File: src/design/mul_neg_pkg.sv
// Package for the multiply, negate and store-to-file execution datapath.
// Assumes one core clock, a synchronous reset and an APB register port.
package mul_neg_pkg;

    // Register byte offsets on the APB port.
    localparam logic [7:0] OFS_INSTR = 8'h00;
    localparam logic [7:0] OFS_WORK = 8'h04;
    localparam logic [7:0] OFS_BANK = 8'h08;
    localparam logic [7:0] OFS_STATUS = 8'h0c;
    localparam logic [7:0] OFS_PROD_LO = 8'h10;
    localparam logic [7:0] OFS_PROD_HI = 8'h14;
    localparam logic [7:0] OFS_CTRL = 8'h18;
    localparam logic [7:0] OFS_INDEX = 8'h1c;

    // Control register bit positions.
    localparam int CTRL_EXT_BIT = 0;
    localparam int CTRL_BUSY_BIT = 1;

    // Instruction word fields and opcode patterns.
    localparam int ACC_BIT = 8;
    localparam logic [7:0] OPC_MUL_LIT = 8'h0d;
    localparam logic [6:0] OPC_MUL_FILE = 7'h01;
    localparam logic [6:0] OPC_NEG = 7'h36;
    localparam logic [6:0] OPC_STORE = 7'h37;

    // Access bank split and indexed literal offset limit.
    localparam logic [7:0] ACCESS_SPLIT = 8'h60;
    localparam logic [7:0] INDEX_MAX = 8'h5f;
    localparam logic [3:0] ACCESS_LO_PAGE = 4'h0;
    localparam logic [3:0] ACCESS_HI_PAGE = 4'hf;

    // Reset values.
    localparam logic [15:0] RST_INSTR = 16'h0000;
    localparam logic [7:0] RST_WORK = 8'h00;
    localparam logic [3:0] RST_BANK = 4'h0;
    localparam logic [4:0] RST_STATUS = 5'h00;
    localparam logic [7:0] RST_PROD = 8'h00;
    localparam logic RST_EXT = 1'b0;
    localparam logic [11:0] RST_INDEX = 12'h000;

    // Core clock period; one instruction cycle is four clocks.
    localparam int CLK_PERIOD_NS = 50;

    typedef enum logic [2:0] {
        OP_NONE,
        OP_MUL_LIT,
        OP_MUL_FILE,
        OP_NEG,
        OP_STORE
    } op_e;

    typedef enum logic [2:0] {
        PH_IDLE,
        PH_Q1,
        PH_Q2,
        PH_Q3,
        PH_Q4
    } phase_e;

    // Status layout, low bit first: carry, digit carry, zero, overflow, negative.
    typedef struct packed {
        logic n;
        logic ov;
        logic z;
        logic dc;
        logic c;
    } flags_s;

    typedef struct packed {
        logic [15:0] prod;
        logic [7:0] neg;
        flags_s nflags;
    } alu_out_s;

    function automatic op_e decode_op(input logic [15:0] ins);
        if (ins[15:8] == OPC_MUL_LIT) begin
            return OP_MUL_LIT;
        end else if (ins[15:9] == OPC_MUL_FILE) begin
            return OP_MUL_FILE;
        end else if (ins[15:9] == OPC_NEG) begin
            return OP_NEG;
        end else if (ins[15:9] == OPC_STORE) begin
            return OP_STORE;
        end
        return OP_NONE;
    endfunction

endpackage

File: src/design/mul_neg_alu.sv
// Combinational multiply and negate unit with the negate flag logic.
// Assumes its operands are held stable by the caller while it is sampled.
`timescale 1ns/1ps
module mul_neg_alu
    import mul_neg_pkg::*;
(
    input wire logic [7:0] work,
    input wire logic [7:0] operand,
    output alu_out_s res
);

    always_comb begin
        res.prod = 16'(work) * 16'(operand);
        res.neg = 8'(~operand + 8'h01);
        res.nflags.n = res.neg[7];
        res.nflags.ov = (operand == 8'h80);
        res.nflags.z = (res.neg == 8'h00);
        // A digit carry out of the add only happens when the inverted low nibble is all ones.
        res.nflags.dc = (operand[3:0] == 4'h0);
        res.nflags.c = (operand == 8'h00);
    end

endmodule // mul_neg_alu

File: src/design/mul_neg_exec.sv
// Execution datapath for multiply, negate and store-to-file instructions.
// Assumes an APB master and a data memory that answers reads in the same clock.
// Functional notes
// - Literal multiply opcode times working register.
// - Sixteen-bit product replaces both product registers.
// - High byte high register, low byte low.
// - Multiply keeps working and source registers.
// - Multiply leaves all status flags alone.
// - File multiply reads addressed location unsigned.
// - Access bit chooses access or selected bank.
// - Extended mode low addresses with access bit clear use indexed offset.
// - Negate computes two's complement and flags.
// - Negate writes back, working register kept.
// - Store copies working register, flags untouched.
//
// Added by the designer: the register offsets and the APB slave port.
`timescale 1ns/1ps
module mul_neg_exec
    import mul_neg_pkg::*;
(
    input wire logic CLK,
    input wire logic RST,
    input wire logic PSEL,
    input wire logic PENABLE,
    input wire logic PWRITE,
    input wire logic [7:0] PADDR,
    input wire logic [31:0] PWDATA,
    output logic [31:0] PRDATA,
    output logic PREADY,
    output logic PSLVERR,
    output logic [11:0] DMEM_ADDR,
    input wire logic [7:0] DMEM_RDATA,
    output logic [7:0] DMEM_WDATA,
    output logic DMEM_WE,
    output logic BUSY
);

    logic [15:0] instr_ff;
    logic [7:0] work_ff;
    logic [3:0] bank_ff;
    flags_s status_ff;
    logic [7:0] prod_lo_ff;
    logic [7:0] prod_hi_ff;
    logic ext_ff;
    logic [11:0] index_ff;
    logic [11:0] addr_ff;
    logic [7:0] opnd_ff;
    logic [7:0] wdata_ff;
    logic we_ff;
    logic [31:0] prdata_ff;
    phase_e phase_ff;
    phase_e nxt_phase;
    op_e op;
    alu_out_s alu_res;
    logic busy;
    logic access;
    logic take;
    logic wr_take;

    function automatic logic addr_ok(input logic [7:0] a);
        case (a)
            OFS_INSTR, OFS_WORK, OFS_BANK, OFS_STATUS,
            OFS_PROD_LO, OFS_PROD_HI, OFS_CTRL, OFS_INDEX: return 1'b1;
            default: return 1'b0;
        endcase
    endfunction

    function automatic logic [11:0] resolve_addr(
        input logic [7:0] f,
        input logic acc,
        input logic ext,
        input logic [3:0] bank,
        input logic [11:0] idx
    );
        if (acc) begin
            return {bank, f};
        end else if (ext && f <= INDEX_MAX) begin
            return 12'(idx + 12'(f));
        end else if (f < ACCESS_SPLIT) begin
            return {ACCESS_LO_PAGE, f};
        end
        return {ACCESS_HI_PAGE, f};
    endfunction

    assign op = decode_op(instr_ff);
    assign busy = (phase_ff != PH_IDLE);
    assign access = PSEL && PENABLE;
    // Writes wait while an instruction runs, so software never races the write-back.
    assign PREADY = !(PWRITE && busy);
    assign PSLVERR = access && !addr_ok(PADDR);
    assign take = access && PREADY;
    assign wr_take = take && PWRITE && addr_ok(PADDR);
    assign PRDATA = prdata_ff;
    assign DMEM_ADDR = addr_ff;
    assign DMEM_WDATA = wdata_ff;
    assign DMEM_WE = we_ff;
    assign BUSY = busy;

    // operands read earlier in the cycle.
    mul_neg_alu u_alu (
        .work(work_ff),
        .operand(opnd_ff),
        .res(alu_res)
    );

    always_comb begin
        nxt_phase = phase_ff;
        case (phase_ff)
            PH_IDLE: begin
                if (wr_take && PADDR == OFS_INSTR) begin
                    nxt_phase = PH_Q1;
                end
            end
            PH_Q1: nxt_phase = PH_Q2;
            PH_Q2: nxt_phase = PH_Q3;
            PH_Q3: nxt_phase = PH_Q4;
            PH_Q4: nxt_phase = PH_IDLE;
            default: nxt_phase = PH_IDLE;
        endcase
    end

    always_ff @(posedge CLK) begin
        if (RST) begin
            phase_ff <= PH_IDLE;
        end else begin
            phase_ff <= nxt_phase;
        end
    end

    always_ff @(posedge CLK) begin
        if (RST) begin
            instr_ff <= RST_INSTR;
        end else if (wr_take && PADDR == OFS_INSTR) begin
            instr_ff <= PWDATA[15:0];
        end
    end

    always_ff @(posedge CLK) begin
        if (RST) begin
            addr_ff <= 12'h000;
        end else if (phase_ff == PH_Q1) begin
            addr_ff <= resolve_addr(instr_ff[7:0], instr_ff[ACC_BIT], ext_ff, bank_ff, index_ff);
        end
    end

    always_ff @(posedge CLK) begin
        if (RST) begin
            opnd_ff <= 8'h00;
        end else if (phase_ff == PH_Q2) begin
            opnd_ff <= (op == OP_MUL_LIT) ? instr_ff[7:0] : DMEM_RDATA;
        end
    end

    always_ff @(posedge CLK) begin
        if (RST) begin
            we_ff <= 1'b0;
            wdata_ff <= 8'h00;
        end else if (phase_ff == PH_Q3) begin
            we_ff <= (op == OP_NEG) || (op == OP_STORE);
            wdata_ff <= (op == OP_NEG) ? alu_res.neg : work_ff;
        end else begin
            we_ff <= 1'b0;
        end
    end

    always_ff @(posedge CLK) begin
        if (RST) begin
            prod_lo_ff <= RST_PROD;
            prod_hi_ff <= RST_PROD;
        end else if (phase_ff == PH_Q4 && (op == OP_MUL_LIT || op == OP_MUL_FILE)) begin
            prod_lo_ff <= alu_res.prod[7:0];
            prod_hi_ff <= alu_res.prod[15:8];
        end else if (wr_take && PADDR == OFS_PROD_LO) begin
            prod_lo_ff <= PWDATA[7:0];
        end else if (wr_take && PADDR == OFS_PROD_HI) begin
            prod_hi_ff <= PWDATA[7:0];
        end
    end

    always_ff @(posedge CLK) begin
        if (RST) begin
            status_ff <= flags_s'(RST_STATUS);
        end else if (phase_ff == PH_Q4 && op == OP_NEG) begin
            status_ff <= alu_res.nflags;
        end else if (wr_take && PADDR == OFS_STATUS) begin
            status_ff <= flags_s'(PWDATA[4:0]);
        end
    end

    always_ff @(posedge CLK) begin
        if (RST) begin
            work_ff <= RST_WORK;
        end else if (wr_take && PADDR == OFS_WORK) begin
            work_ff <= PWDATA[7:0];
        end
    end

    always_ff @(posedge CLK) begin
        if (RST) begin
            bank_ff <= RST_BANK;
            ext_ff <= RST_EXT;
            index_ff <= RST_INDEX;
        end else if (wr_take) begin
            if (PADDR == OFS_BANK) begin
                bank_ff <= PWDATA[3:0];
            end
            if (PADDR == OFS_CTRL) begin
                ext_ff <= PWDATA[CTRL_EXT_BIT];
            end
            if (PADDR == OFS_INDEX) begin
                index_ff <= PWDATA[11:0];
            end
        end
    end

    // Read data is caught in the setup cycle, which keeps PRDATA a flop output.
    always_ff @(posedge CLK) begin
        if (RST) begin
            prdata_ff <= 32'h00000000;
        end else if (PSEL && !PENABLE && !PWRITE) begin
            case (PADDR)
                OFS_INSTR: prdata_ff <= {16'h0000, instr_ff};
                OFS_WORK: prdata_ff <= {24'h000000, work_ff};
                OFS_BANK: prdata_ff <= {28'h0000000, bank_ff};
                OFS_STATUS: prdata_ff <= {27'h0000000, status_ff};
                OFS_PROD_LO: prdata_ff <= {24'h000000, prod_lo_ff};
                OFS_PROD_HI: prdata_ff <= {24'h000000, prod_hi_ff};
                OFS_CTRL: prdata_ff <= {30'h00000000, busy, ext_ff};
                OFS_INDEX: prdata_ff <= {20'h00000, index_ff};
                default: prdata_ff <= 32'h00000000;
            endcase
        end
    end

    logic mul_q4;
    assign mul_q4 = (phase_ff == PH_Q4) && (op == OP_MUL_LIT || op == OP_MUL_FILE);
endmodule // mul_neg_exec

File: config.mk
export PLATFORM = sky130hd
export DESIGN_NAME = mul_neg_exec
export DESIGN_NICKNAME = d
export VERILOG_FILES = /design/src/design/mul_neg_pkg.sv /design/src/design/mul_neg_alu.sv /design/src/design/mul_neg_exec.sv
export SDC_FILE = /design/constraint.sdc
export NUM_CORES = 1
export LEC_CHECK = 0
export ABC_AREA = 1
export BUFFER_PORTS_ARGS = -buffer_cell sky130_fd_sc_hd__clkbuf_2
export CORE_ASPECT_RATIO = 0.5
export CORE_MARGIN = 4
export CORE_UTILIZATION = 45
export CTS_CLUSTER_DIAMETER = 80
export CTS_CLUSTER_SIZE = 25
export DETAILED_ROUTE_END_ITERATION = 6
export GPL_ROUTABILITY_DRIVEN = 0
export MAX_ROUTING_LAYER = met4
export PLACE_DENSITY = 0.63
export RECOVER_POWER = 25
export SYNTH_ARGS = -nofsm -noshare
export SYNTH_HDL_FRONTEND = slang
export SYNTH_SLANG_ARGS = --single-unit
File: constraint.sdc
create_clock -name CLK -period 5.8 [get_ports CLK]
set_clock_uncertainty 0.1 [all_clocks]
set_input_delay 0.29 -clock CLK [delete_from_list [all_inputs] [get_ports CLK]]
set_output_delay 0.29 -clock CLK [all_outputs]
set_load 0.01 [all_outputs]
Yosys cells after proc, flatten, opt, wreduce, memory -nomap -nowiden
Memory sizes are Yosys's and may differ from the RTL's.
Cells that the tools add are included.
- flip-flop bits (word level): 126
- ROM bits: 64
- output and inout bits: 56
- memories: 2
- add/subtract/negate cells: 2
- multipliers: 1
- $lt $le $gt $ge: 2
- equality and inequality tests: 22
- multiplexer cells: 32
- bitwise operators: 2
- reductions and logical operators: 37
- memories (memory ; words ; bits a word ; read ports ; clocked after Yosys merged registers in ; wr ports ; line ; source):
    (name not given) ; 32 ; 1 ; 1 ; 0 ; 0 ; mul_neg_exec.sv:61 ; case (a)
    (name not given) ; 32 ; 1 ; 1 ; 0 ; 0 ; mul_neg_exec.sv:61 ;
- operators with widths (operator ; count):
    $pmux 16 s8 ; 1
    $mux 8 ; 7
    $mux 12 ; 4
    $eq 8x5->1 const B ; 4
    $eq 8x4->1 const B ; 3
    $logic_not 8->1 ; 3
    $mux 3 ; 6
    $logic_and 1x1->1 ; 16
    $mul 8x8->16 ; 1
    $eq 7x6->1 const B ; 2
    $add 12x8->12 ; 1
    $eq 3x2->1 const B ; 4
    $pmux 3 s4 ; 1
    $mux 1 ; 11
    $mux 5 ; 2
    $add 8x1->8 const B ; 1
    $eq 8x3->1 const B ; 1
    $eq 8x8->1 const B ; 1
    $le 8x7->1 const B ; 1
    $lt 8x7->1 const B ; 1
    $not 8->8 ; 1
    $reduce_and 2->1 ; 4
    $eq 7x1->1 const B ; 1
    $eq 3x1->1 const B ; 2
    10 further kinds ; 19

Depth between registers and ports, before layout
- word-level depth: 11
- gate-level depth with buffers: 23

By module
From an unflattened synthesis, not the netlist that was laid out.
- cell total of the unflattened synthesis: 1290
- area total of the unflattened synthesis: 8535.7 um^2
- modules (own cells, without submodules) (module ; instances ; cells an instance ; area each (um^2) ; seq. area each (um^2)):
    mul_neg_exec ; 1 ; 853 ; 5790.6 ; 2202.1
    mul_neg_alu ; 1 ; 437 ; 2745.1 ; 0.0

Worst setup path before layout
No wires, ideal clock.
- path type: register -> register
- start: reg opnd_ff[7]
- end: reg prod_hi_ff[7]
- arrival time: 3797 ps
- setup slack: 1771 ps
- stages on the path, launching flop included: 19
- buffers on the path: 1
- period minus slack after synthesis: 4029 ps
- cells stage by stage: dfxtp_1 clkbuf_1 nand2_1 fa_1 fa_1 inv_1 fa_1 inv_1 fa_1 inv_1 ha_1 nand2_1 nor2_1 and2_1 nand2_1 nand3_1 nand2_1 nand3_1 a21oi_1
- word-level cells in the longest chain between the ends: 2
- ends and longest elaborated chain (what ; line ; source):
    from (decl) ; mul_neg_exec.sv:47 ; logic [7:0] opnd_ff;
    from (signal assigned) ; mul_neg_exec.sv:150 ; opnd_ff <= (op == OP_MUL_LIT) ? instr_ff[7:0] : DMEM_RDATA;
    $mul 8x8->16 ; mul_neg_alu.sv:13 ; res.prod = 16'(work) * 16'(operand);
    $mux 8 ; mul_neg_exec.sv:170 ; end else if (phase_ff == PH_Q4 && (op == OP_MUL_LIT || op == OP_MUL_FILE)) begin
    to (signal assigned) ; mul_neg_exec.sv:172 ; prod_hi_ff <= alu_res.prod[15:8];
    to (signal assigned) ; mul_neg_exec.sv:176 ; prod_hi_ff <= PWDATA[7:0];
    to (decl) ; mul_neg_exec.sv:43 ; logic [7:0] prod_hi_ff;
Every way passes these cells.
A chain may end at the register's enable or synchronous reset.

Worst setup path in the final report
Same ends and word-level chain as after synthesis.

==> reports/results.tsv <==
metric	value	unit
power.internal	1.07	mW
ys_types	40	
p_switching	362	uW
clkLatencyLatePin	350	ps
fin_area	9080	sq um
fillers	1906	
ys_ff_latch	110	
outcome	completed	
crit_required	5910	ps
synth_top_area_cell	dfxtp_1	
worstHoldStart	PWDATA[14]	
cts_resized	0	
seq_area_frac_synth	26.2	%
path_clk_slew	80	ps
cp_slowest_cell	dfxtp_1	
cts_tree	yes	
timing.fmax	224	MHz
power.density	158	nW/um^2
hp-class	input pin to register	
switching_share	25.2	%
vias	8089	
worstSetupPathType	register to register	
area_growth	8.15	%
fin_tns_setup	0	ps
syn-instance-count	1277	
min_to	instr_ff[14]	
worst_slew_pin_slew	1150	ps
pre_cts_ws	1380	ps
layout-drive-gt1-share	8.13	%
post_cts_buffers	0	
async_flop_share	0	%
diodes	0	
crit_path_end_kind	register	
drtPass1Iterations	5	
cp_top_family	adder cells	
die_x	201	um
die_h	105	um
synth-edff-count	0	
clock_path_buffers	2	
holdPathStages	3	
drc	0	
yosysMostFrequentCell	nand2_1	
final_cells	1562	
wl_per_cell	15.4	um
grt_max_degree	79	
routed_wl	24.0	mm
grt_pass1_wl	39.5	mm
root_buffer	clkbuf_16	
start_util	47.1	%
layout.nets	1458	
p_clk_share	42.3	%
cp.arrival	4570	ps
place_inst	1546	
worst-r2r-setup-slack	1340	ps
synth_ff_type	dfxtp_1	
setup_slack	1340	ps
syn-cell-area	8400	sq um
seqPwrFrac	52.7	%
combPwrFrac	5.0	%
p_total	1.43	mW
cts_sinks	110	
track_usage	23.6	%
whs	105	ps
synthTopCellsByCount	nand2_1 (326), inv_1 (218), dfxtp_1 (110), nand3_1 (110), a21oi_1 (97)	
grt.overflow.total	0	
pin_count	109	
holdBufCountCts	0	
cp_num_buf_inv	3	
grt_antenna_before_repair	0	
reg2reg_depth	17	
vias_per_cell	5.18	
yosys-top-cells-area	dfxtp_1 (26%), nand2_1 (15%), inv_1 (9.7%), fa_1 (8.8%), ha_1 (6.7%)	
dieArea	21000	sq um
num_rows	34	
maxCapViolCount	0	
path_cells	nand2_1 -> fa_1 -> fa_1 -> inv_1 -> fa_1 -> inv_1 -> fa_1 -> inv_1 -> ha_1 -> nand2_1 -> nor2_1 -> and2_1 -> nand2_1 -> nand3_1 -> nand2_1 -> nand3_1 -> a21oi_1	
drtAntennaViolNets	0	
setup_viol	0	
drv_slew	0	
period_share	77.0	%
synth_top_area_share	26.2	%
cts_made_buffers	9	
coreArea	17800	sq um
drt_iter0_drc	526	
worstPathMaxFanout	11	
synth-warning-count	0	
timing.rr.start	opnd_ff[7]	
first_global_vias	7641	
rsz0062_at_grt	no	
r2r_end	prod_hi_ff[7]	
worst_setup_path_start_kind	register	
hold_viol_final	0	
layout_min_cycle_time	4460	ps
p_leak	4.83	nW
cp_slowest_stage_delay	640	ps
ir_worst_vdd	0.000134	V
avgSynthCellArea	6.57	sq um
dpl_cell_area	8840	sq um
hpwlAfterDp	18.4	mm
h-tree-depth	3	
portBuffers	76	
max_slew_margin	23.6	%
post-route-util	50.9	%
-- state kept, by name, summed over array words and instances (netlist names), 4 cells and up --
register    cells
PRDATA         16
bank_ff         4
work_ff         8
DMEM_ADDR      12
prod_lo_ff      8
status_ff       5
instr_ff       16
prod_hi_ff      8
index_ff       12
DMEM_WDATA      8
opnd_ff         8
-- worst max path at each step --
stage | start | endpoint | slack [ps] | cells after the start
2_1_floorplan | opnd_ff[7] | prod_hi_ff[7] | 1770 | 18
3_3_place_gp | opnd_ff[7] | prod_hi_ff[7] | 1430 | 17
3_5_place_dp | opnd_ff[7] | prod_hi_ff[7] | 1380 | 17
4_1_cts | opnd_ff[7] | prod_hi_ff[7] | 1350 | 17
5_1_grt | opnd_ff[6] | prod_hi_ff[7] | 1010 | 17
6_report | opnd_ff[7] | prod_hi_ff[7] | 1340 | 17
-- logic make-up after synthesis --
| group | share of synthesized area, % |
|---|---|
| AO/OA/AOI/OAI | 12.9 |
| AND/OR/NAND/NOR | 30.5 |
| adder cells (fa/ha/maj) | 15.5 |
| flip-flops | 26.2 |
| XOR/XNOR | 0.730 |
| other | 0.0447 |
| buffers and inverters | 14.1 |
-- power groups by stage --
stage | clock network, mW | registers, mW | logic (mW)
6_report | 0.606 | 0.756 | 0.0718
5_1_grt | 0.642 | 0.757 | 0.0780
4_1_cts | 0.613 | 0.756 | 0.0708
3_5_place_dp | 0 | 0.774 | 0.0703
3_3_place_gp | 0 | 0.774 | 0.0696
2_1_floorplan | 0 | 0.775 | 0.0439
-- cells in the final DEF, fill, tap and decap left out, types with 2 or more instances in the layout --
| cell type | netlist | routed |
|---|---|---|
| inv_2 | 12 | 13 |
| clkinv_4 | 0 | 2 |
| clkbuf_1 | 31 | 37 |
| dfxtp_1 | 110 | 110 |
| o21ai_1 | 4 | 4 |
| fa_1 | 37 | 37 |
| nor2_4 | 11 | 11 |
| nor3_2 | 2 | 3 |
| clkbuf_16 | 0 | 9 |
| xnor2_1 | 2 | 2 |
| inv_1 | 218 | 217 |
| ha_1 | 45 | 45 |
| a21oi_1 | 97 | 97 |
| xor2_1 | 5 | 5 |
| inv_8 | 0 | 2 |
| nand2_1 | 326 | 326 |
| o22ai_1 | 4 | 4 |
| o211ai_1 | 12 | 12 |
| nand2_2 | 6 | 6 |
| nand4_1 | 10 | 10 |
| or2_2 | 5 | 5 |
| clkbuf_2 | 0 | 39 |
| nor2_2 | 5 | 5 |
| conb_1 | 1 | 16 |
| nor2_1 | 93 | 93 |
| buf_4 | 17 | 4 |
| clkinv_2 | 0 | 2 |
| o21ai_0 | 83 | 83 |
| nand3b_1 | 2 | 2 |
| nor2_8 | 2 | 2 |
| nand3_1 | 110 | 110 |
| nor4_1 | 3 | 3 |
-- metal layers --
metal	global-route usage [%]	vias up	wire (um)
met5	-	-	0
met4	5.25	0	365
met3	3.16	27	1440
met2	37.8	220	10800
met1	32.1	3775	11400
li1	-	4067	-
-- worst min-delay path: stages --
cell	delay (ps)
clkbuf_2	70
o21ai_1	60
a21oi_1	100
-- final cells by class --
type	count	area (sq um)	area share (%)
sequential	110	2200	24.3
inverter	231	867	9.55
clock inverter	7	57.6	0.634
tap	234	293	3.22
clock buffer	9	225	2.48
timing repair buffer	80	364	4.01
multi-input combinational	891	5070	55.8
Note: power is estimated with default switching activity, not from simulation.
